--- config.mk ---
export PLATFORM = sky130hd
export DESIGN_NAME = spi_control_and_clock_rate
export DESIGN_NICKNAME = d
export VERILOG_FILES = /design/src/spi_ctl_pkg.sv /design/src/spi_control_and_clock_rate.sv /design/src/spi_sck_divider.sv
export VERILOG_INCLUDE_DIRS = /design/src
export SDC_FILE = /design/constraint.sdc
export NUM_CORES = 1
export LEC_CHECK = 0
export ABC_AREA = 1
export BUFFER_PORTS_ARGS = -buffer_cell sky130_fd_sc_hd__buf_2
export CAP_MARGIN = 20
export CORE_MARGIN = 2
export CORE_UTILIZATION = 30
export DETAILED_ROUTE_END_ITERATION = 7
export PLACE_DENSITY = 0.51
export SYNTH_ARGS = -nofsm -noshare
export SYNTH_HDL_FRONTEND = slang
export SYNTH_SLANG_ARGS = --single-unit
--- constraint.sdc ---
create_clock -name clk -period 1.35 [get_ports clk]
set_input_delay 0.3375 -clock clk [delete_from_list [all_inputs] [get_ports clk]]
set_output_delay 0.3375 -clock clk [all_outputs]
set_load 0.05 [all_outputs]
--- src/spi_ctl_defines.svh ---
// Purpose: offsets, field positions, reset values of the serial port control registers
// Assumes: 8-bit special-function register space
// Notes: one port instance uses one address pair, chosen by module parameters
`ifndef SPI_CTL_DEFINES_SVH
`define SPI_CTL_DEFINES_SVH

// register addresses, port 0 and port 1
`define PORT0_CONTROL_STATUS_ADDR 8'hf8
`define PORT0_CLOCK_DIVIDER_ADDR  8'ha2
`define PORT1_CONTROL_STATUS_ADDR 8'hb0
`define PORT1_CLOCK_DIVIDER_ADDR  8'h85

// control/status field positions
`define BIT_TRANSFER_DONE   7
`define BIT_WRITE_COLLISION 6
`define BIT_MODE_FAULT      5
`define BIT_RECEIVE_OVERRUN 4
`define BIT_TX_EMPTY        1
`define BIT_PORT_ENABLE     0

// reset values
`define CONTROL_STATUS_RESET 8'h06
`define CLOCK_DIVIDER_RESET  8'h00

`endif

--- src/spi_ctl_pkg.sv ---
// Purpose: types shared by the serial port control block
// Assumes: nothing beyond the defines header
// Notes: struct layout follows the control/status byte, bit 7 first
package spi_ctl_pkg;

	// select-line handling modes
	typedef enum logic [1:0] {
		SEL_THREE_WIRE = 2'b00,
		SEL_FOUR_WIRE  = 2'b01,
		SEL_DRIVE_LOW  = 2'b10,
		SEL_DRIVE_HIGH = 2'b11
	} select_line_mode_e;

	// control/status byte
	typedef struct packed {
		logic              transfer_done_flag;
		logic              write_collision_flag;
		logic              mode_fault_flag;
		logic              receive_overrun_flag;
		select_line_mode_e select_line_mode;
		logic              transmit_buffer_empty;
		logic              port_enable;
	} control_status_s;

	// special-function register access
	typedef struct packed {
		logic [7:0] addr;
		logic       wr;
		logic       rd;
		logic [7:0] wdata;
	} sfr_req_s;

endpackage : spi_ctl_pkg

--- src/spi_control_and_clock_rate.sv ---
// Purpose: control/status flags, select-line handling and serial clock rate of one serial port
// Assumes: shift datapath supplies transfer events as one-cycle pulses, synchronous to clk
// Notes: registers on the special-function bus; reads answer one cycle after the strobe
`timescale 1ns/1ps
`default_nettype none

`include "spi_ctl_defines.svh"

// What this block does
// - set done flag at transfer end, sticky
// - done flag raises port interrupt request
// - data write while busy sets collision flag
// - select low in master four-wire sets fault
// - slave last bit over unread data: overrun
// - mode 00: select pin unused, three-wire
// - mode 01 (reset): select pin is input
// - mode 1x: drive select with low bit
// - data write clears transmit-empty bit
// - buffer moved to shift sets transmit-empty
// - master clock is core/(2*(divider+1))
// - master_enable chooses master or slave
// - master data write starts a transfer
module spi_control_and_clock_rate
	import spi_ctl_pkg::*;
#(
	parameter logic [7:0] CONTROL_ADDR = `PORT0_CONTROL_STATUS_ADDR,
	parameter logic [7:0] DIVIDER_ADDR = `PORT0_CLOCK_DIVIDER_ADDR
) (
	input  wire logic       clk,
	input  wire logic       rst,
	input  wire sfr_req_s   sfr_req,
	output logic     [7:0]  sfr_rdata,
	input  wire logic       master_enable,
	input  wire logic       data_write,
	input  wire logic       transfer_busy,
	input  wire logic       transfer_end,
	input  wire logic       last_bit_in,
	input  wire logic       rx_unread,
	input  wire logic       tx_to_shift,
	input  wire logic       slave_select_pin_in,
	output logic            slave_select_pin_out,
	output logic            slave_select_pin_oe_n,
	output logic            start_transfer,
	output logic            serial_clock,
	output logic            serial_clock_edge,
	output logic            irq_request
);

	control_status_s ctl;
	control_status_s next_ctl;
	logic [7:0]      clock_divider_value;
	logic [7:0]      next_clock_divider_value;
	logic [7:0]      next_sfr_rdata;
	logic            next_irq_request;
	logic            next_start_transfer;
	logic            next_select_out;
	logic            next_select_oe_n;
	logic            ctl_wr;
	logic            div_wr;
	logic            fault_cond;
	logic            sck_run;

	// register address decode
	always_comb
	begin
		ctl_wr = 1'b0;
		div_wr = 1'b0;
		if (sfr_req.wr && sfr_req.addr == CONTROL_ADDR)
			ctl_wr = 1'b1;
		else if (sfr_req.wr && sfr_req.addr == DIVIDER_ADDR)
			div_wr = 1'b1;
	end

	// master collision: select pulled low by another master
	assign fault_cond = ctl.port_enable && master_enable && ctl.select_line_mode == SEL_FOUR_WIRE
		&& !slave_select_pin_in;

	// flags, mode, enable and divider; hardware set wins over software clear
	always_comb
	begin
		next_ctl                 = ctl;
		next_clock_divider_value = clock_divider_value;
		if (ctl_wr)
		begin
			next_ctl                       = control_status_s'(sfr_req.wdata);
			next_ctl.transmit_buffer_empty = ctl.transmit_buffer_empty; // read-only bit
		end
		if (div_wr)
			next_clock_divider_value = sfr_req.wdata;
		if (data_write)
			next_ctl.transmit_buffer_empty = 1'b0;
		else if (tx_to_shift)
			next_ctl.transmit_buffer_empty = 1'b1;
		if (ctl.port_enable && transfer_end)
			next_ctl.transfer_done_flag = 1'b1;
		if (ctl.port_enable && data_write && transfer_busy)
			next_ctl.write_collision_flag = 1'b1;
		if (fault_cond)
			next_ctl.mode_fault_flag = 1'b1;
		if (ctl.port_enable && !master_enable && last_bit_in && rx_unread)
			next_ctl.receive_overrun_flag = 1'b1;
	end

	// interrupt, transfer start, select pin and read data
	always_comb
	begin
		next_irq_request    = next_ctl.transfer_done_flag || next_ctl.write_collision_flag
			|| next_ctl.mode_fault_flag || next_ctl.receive_overrun_flag;
		next_start_transfer = ctl.port_enable && master_enable && data_write && !transfer_busy;
		next_select_out     = 1'b1;
		next_select_oe_n    = 1'b1;
		case (ctl.select_line_mode)
			SEL_THREE_WIRE: next_select_oe_n = 1'b1;
			SEL_FOUR_WIRE:  next_select_oe_n = 1'b1;
			default:
			begin
				next_select_oe_n = !ctl.port_enable;
				next_select_out  = ctl.select_line_mode[0];
			end
		endcase
		next_sfr_rdata = 8'h00;
		if (sfr_req.rd && sfr_req.addr == CONTROL_ADDR)
			next_sfr_rdata = ctl;
		else if (sfr_req.rd && sfr_req.addr == DIVIDER_ADDR)
			next_sfr_rdata = clock_divider_value;
	end

	always_ff @(posedge clk)
	begin
		if (rst)
		begin
			ctl                   <= control_status_s'(`CONTROL_STATUS_RESET);
			clock_divider_value   <= `CLOCK_DIVIDER_RESET;
			irq_request           <= 1'b0;
			start_transfer        <= 1'b0;
			slave_select_pin_out  <= 1'b1;
			slave_select_pin_oe_n <= 1'b1;
			sfr_rdata             <= 8'h00;
		end
		else
		begin
			ctl                   <= next_ctl;
			clock_divider_value   <= next_clock_divider_value;
			irq_request           <= next_irq_request;
			start_transfer        <= next_start_transfer;
			slave_select_pin_out  <= next_select_out;
			slave_select_pin_oe_n <= next_select_oe_n;
			sfr_rdata             <= next_sfr_rdata;
		end
	end

	// divider runs only for an enabled master transfer
	assign sck_run = ctl.port_enable && master_enable && transfer_busy;

	spi_sck_divider #(
		.WIDTH (8)
	) u_sck_divider (
		.clk       (clk),
		.rst       (rst),
		.run       (sck_run),
		.divider   (clock_divider_value),
		.sck_level (serial_clock),
		.sck_edge  (serial_clock_edge)
	);

	chk_done_sticky: assert property (@(posedge clk) disable iff (rst)
		(ctl.transfer_done_flag && !(ctl_wr && !sfr_req.wdata[`BIT_TRANSFER_DONE])) |=> ctl.transfer_done_flag)
		else $error("done flag dropped without a software clear");

	chk_done_set: assert property (@(posedge clk) disable iff (rst)
		(ctl.port_enable && transfer_end) |=> ctl.transfer_done_flag)
		else $error("done flag not set at transfer end");

	chk_irq_done: assert property (@(posedge clk) disable iff (rst)
		$rose(ctl.transfer_done_flag) |-> irq_request)
		else $error("interrupt not requested with done flag");

	chk_collision_set: assert property (@(posedge clk) disable iff (rst)
		(ctl.port_enable && data_write && transfer_busy) |=> (ctl.write_collision_flag && irq_request))
		else $error("write collision not flagged");

	chk_fault_set: assert property (@(posedge clk) disable iff (rst)
		(ctl.port_enable && master_enable && ctl.select_line_mode == SEL_FOUR_WIRE && !slave_select_pin_in)
			|=> (ctl.mode_fault_flag && irq_request))
		else $error("mode fault not flagged");

	chk_overrun_slave: assert property (@(posedge clk) disable iff (rst)
		(master_enable && !ctl.receive_overrun_flag && !(ctl_wr && sfr_req.wdata[`BIT_RECEIVE_OVERRUN]))
			|=> !ctl.receive_overrun_flag)
		else $error("overrun flagged in master mode");

	chk_overrun_set: assert property (@(posedge clk) disable iff (rst)
		(ctl.port_enable && !master_enable && last_bit_in && rx_unread)
			|=> (ctl.receive_overrun_flag && irq_request))
		else $error("receive overrun not flagged in slave mode");

	chk_select_input: assert property (@(posedge clk) disable iff (rst)
		(ctl.select_line_mode inside {SEL_THREE_WIRE, SEL_FOUR_WIRE}) |=> slave_select_pin_oe_n)
		else $error("select pin driven in input or three-wire mode");

	chk_select_drive: assert property (@(posedge clk) disable iff (rst)
		(ctl.port_enable && ctl.select_line_mode[1]) |=>
			(!slave_select_pin_oe_n && slave_select_pin_out == $past(ctl.select_line_mode[0])))
		else $error("select pin not driven with mode low bit");

	chk_tx_empty: assert property (@(posedge clk) disable iff (rst)
		(data_write |=> !ctl.transmit_buffer_empty) and
		((tx_to_shift && !data_write) |=> ctl.transmit_buffer_empty))
		else $error("transmit-empty bit wrong after write or load");

	chk_start_master: assert property (@(posedge clk) disable iff (rst)
		start_transfer |-> ($past(ctl.port_enable) && $past(master_enable) && $past(data_write)))
		else $error("transfer started without an enabled master write");

endmodule : spi_control_and_clock_rate

`default_nettype wire

--- src/spi_sck_divider.sv ---
// Purpose: serial clock generator dividing the core clock
// Assumes: run held high for the whole master transfer
// Notes: half period is divider+1 core clocks; idles low when not running
`timescale 1ns/1ps
`default_nettype none

module spi_sck_divider #(
	parameter int WIDTH = 8
) (
	input  wire logic             clk,
	input  wire logic             rst,
	input  wire logic             run,
	input  wire logic [WIDTH-1:0] divider,
	output logic                  sck_level,
	output logic                  sck_edge
);

	logic [WIDTH-1:0] count;
	logic [WIDTH-1:0] next_count;
	logic             next_sck_level;
	logic             next_sck_edge;

	// count divider+1 cycles per half period, then toggle
	always_comb
	begin
		next_count     = count;
		next_sck_level = sck_level;
		next_sck_edge  = 1'b0;
		if (!run)
		begin
			next_count     = '0;
			next_sck_level = 1'b0;
		end
		else if (count >= divider)
		begin
			next_count     = '0;
			next_sck_level = !sck_level;
			next_sck_edge  = 1'b1;
		end
		else
		begin
			next_count = count + 1'b1;
		end
	end

	always_ff @(posedge clk)
	begin
		if (rst)
		begin
			count     <= '0;
			sck_level <= 1'b0;
			sck_edge  <= 1'b0;
		end
		else
		begin
			count     <= next_count;
			sck_level <= next_sck_level;
			sck_edge  <= next_sck_edge;
		end
	end

	// helper: cycles the level has held since the last toggle
	// cleared on the toggling edge itself, so a full half period reads divider
	logic [WIDTH:0] hold_len;
	always_ff @(posedge clk)
	begin
		if (rst || !run || next_sck_edge)
			hold_len <= '0;
		else
			hold_len <= hold_len + 1'b1;
	end

	// a level held through a steady run lasts divider+1 cycles
	chk_half_period: assert property (@(posedge clk) disable iff (rst)
		(run && $past(run) && sck_edge && !$past(sck_edge) && $stable(divider))
			|-> ($past(hold_len) == {1'b0, divider}))
		else $error("serial clock half period differs from divider+1");

	chk_idle_low: assert property (@(posedge clk) disable iff (rst)
		!run |=> !sck_level)
		else $error("serial clock toggles while not running");

endmodule : spi_sck_divider

`default_nettype wire

==> metrics.txt <==
grt ovf 0; cell area after synthesis ~1800 um^2; GR Util All Layers 0.142; cell row count 28; critical path arrival approximately 1.7 ns; Crit Path Class reg2reg; RSZ-0062 raised after global routing yes; leak pwr 1.20 nW; Hold Path Origin transfer_busy; Final WS setup -0.0780 ns; fin nets between 300 and 400; drt first-iter violations 64; I/O Buffers 41; RePlAce Congestion 0.849; slew margin rel. 0.745; CTS sink count 38; # hold bufs at CTS 0; Final Skew between 0.002 and 0.0025 ns; fmax about 700 MHz; CORE AREA 5850 um^2; max-slew violations 0; endpoints failing setup 10; failing checks negative setup slack; CTS tree built; syn nets about 260; dominant cells by area after synthesis dfxtp_1, nand2_1, ha_1; Hold Crit Class in2reg; final hold vios 0; Register-to-Register Path Depth 9; HPWL after DPL between 3 and 4 mm; Avg Cell Area, Syn about 8 um^2; PD cells around 780 nW/um^2; residual DRC count 0; area leader, netlist dfxtp_1; Final period util 1.06; total power between 2 and 2.5 mW; sequential fraction of the synthesis area 0.423; layout cells sized above 1 0.451; Max-Cap Viols 0; largest net degree at the start of global routing 19; Max clock buf depth 2; Yosys reg bits 38; post-synth top area share 0.423; worst slew pin tran about 0.38 ns; diode count 0; CP Cell Sequence inv_2, ha_4, nand2_1, inv_1, nor2_1, o21a_1, a21boi_4, nand2_4, nor2_2; H-tree depth 2; Num CTS Buffers 5; Reg2Reg Capture Point u_sck_divider.count[0]; Yosys warnings 0; CP endpoint kind flip-flop; die area about 6600 um^2; worst flop-to-flop path startpoint clock_divider_value[7]; I/O pins between 40 and 50; hold path cells 2; Vias per Instance 4.47; crit path max fanout 8; Die X approximately 81 um; post-synthesis cell type count 31; Pre-antenna DRT Iters 4; Starting Density 0.307; initial antenna violation count 0; vias in the first global route 1634; worst vdd ir around 0.41 mV; placed insts around 370; Worst-path clk slew ~0.07 ns; chip height between 80 and 90 um; CP startpoint kind flip-flop; CP max-delay cell dfxtp_2; Gate Count Post-Synth 222; global-route wire length before repair about 7.2 mm; routed len/inst 11.0 um; status complete, but fails checks; CP max stage delay 0.34 ns; Clk Latency, worst-skew pair just under 0.3 ns; area grow syn2layout 46.2%; FF-to-FF setup slack -0.08 ns; Final min period 1.43 ns; antenna viol nets, final 0; Root Driver clkbuf_8; final std cells w/o fill 381; Worst Hold End start_transfer; WL final ~4.2 mm; Critical Path RT between 1.5 and 2 ns; via count 1703
[sequential cells by signal (all words and copies together) (netlist names), 8 cells and up]
| register | flops |
|---|---|
| clock_divider_value | 8 |
| ctl | 8 |
| sfr_rdata | 8 |
| u_sck_divider.count | 8 |
[cell families after synthesis]
logic type / synth area share
AOI/OAI and AO/OA: 0.117
DFF: 0.423
and+or+nand+nor: 0.288
buffers and inverters: 0.0794
adders and majority gates: 0.0627
xor gates and xnor gates: 0.0292
[where the power goes]
group | switching, mW | internal (mW) | leakage [nW]
clock | 0.396 | 0.412 | 0.0482
combinational | 0.0723 | 0.0557 | 0.842
sequential | 0.00156 | 1.12 | 0.311
total | 0.470 | 1.59 | 1.20
[critical path: cells and delay by family, from the launching register on]
kind                       cells  cell delay (ns)
AOI/OAI and AO/OA              2             0.36
adders and majority gates      1             0.21
buffers and inverters          2             0.08
DFF                            1             0.34
and+or+nand+nor                4             0.37
[through the flow]
stage          setup slack, ns   util  setup TNS [ns]  hold slack (ns)  cell area (um^2)
6_report               -0.0780  0.449          -0.544            0.234              2630
5_1_grt                 -0.186  0.449           -1.60            0.241              2630
4_1_cts                 -0.109  0.437          -0.755            0.225              2560
3_5_place_dp            -0.137  0.402           -1.23            0.466              2350
3_3_place_gp           -0.0807  0.402          -0.821            0.461              2350
2_1_floorplan          0.00670      -               0            0.415              1800
[timing repair]
item                       CTS  global route
resized for setup           16            17
setup buffers                6             0
setup endpoints to repair    9            10
pin swaps                   14             9
[placed cells by master, fill, tap and decap left out, types with 2 or more instances in the layout]
master / synthesis / layout
nand3_2: 2 / 3
buf_12: 0 / 3
ha_1: 9 / 3
a21oi_1: 15 / 15
ha_4: 0 / 6
nand4_1: 5 / 5
inv_2: 3 / 7
clkbuf_8: 0 / 6
xnor2_1: 2 / 2
xor2_1: 4 / 4
o21ai_0: 6 / 6
nor2_2: 4 / 8
inv_1: 29 / 25
nand2_1: 37 / 33
dfxtp_1: 38 / 30
nor2_1: 26 / 22
buf_4: 1 / 34
dfxtp_2: 0 / 8
nor3_2: 1 / 2
nand3_1: 18 / 17
a211oi_2: 6 / 6
nand2_2: 2 / 5
buf_2: 0 / 41
[area by class of cell]
cell class / instances / area, um^2
clock buffers: 7 / 86.3
clock inverters: 1 / 5.00
fillers: 591 / 3220
inverters: 32 / 120
multi-input cells: 149 / 1020
flip-flops and latches: 38 / 771
well taps: 75 / 93.8
repair buffers: 79 / 532
[worst max-delay path by stage]
stage                     slack [ns]              startpoint  depth (start not counted)                 endpoint
after floorplan                0.007  u_sck_divider.count[0]                          9   u_sck_divider.count[0]
after global placement         -0.08  clock_divider_value[7]                          9   u_sck_divider.count[0]
after detailed placement       -0.14  clock_divider_value[7]                          9   u_sck_divider.count[0]
after CTS                      -0.11  clock_divider_value[7]                          9   u_sck_divider.count[0]
after global routing           -0.19  clock_divider_value[1]                          9  u_sck_divider.sck_level
final                          -0.08  clock_divider_value[7]                          9   u_sck_divider.count[0]
[per-layer routing]
| layer | track usage | part of all wire | vias up | wire, um |
|---|---|---|---|---|
| met5 | 0 | 0 | - | 0 |
| met1 | 0.178 | 0.47 | 757 | 1980 |
| met3 | 0.0300 | 0.054 | 8 | 228 |
| met4 | 0.0559 | 0.015 | 0 | 61 |
| li1 | - | - | 887 | - |
| met2 | 0.239 | 0.46 | 51 | 1920 |
[synthesized netlist by cell type]
| cell | instances |
|---|---|
| nand4_4 | 1 |
| nor2_8 | 1 |
| nand4_1 | 5 |
| nor3_1 | 2 |
| nand2_2 | 2 |
| o21a_1 | 1 |
| nor4_1 | 1 |
| inv_1 | 29 |
| o21ai_0 | 6 |
| a21oi_1 | 15 |
| dfxtp_1 | 38 |
| a21boi_1 | 1 |
| nor2_4 | 1 |
| nor3_2 | 1 |
| o21bai_1 | 1 |
| nor2_2 | 4 |
| buf_6 | 1 |
| xor2_1 | 4 |
| inv_2 | 3 |
| nand3_2 | 2 |
| clkbuf_1 | 1 |
| nor2_1 | 26 |
| nand3_1 | 18 |
| nand3b_1 | 1 |
| ha_1 | 9 |
| a21boi_0 | 1 |
| nand2_1 | 37 |
| xnor2_1 | 2 |
| a211oi_2 | 6 |
| nor3_4 | 1 |
| buf_4 | 1 |
No activity file was read; power rests on OpenSTA's default activity.
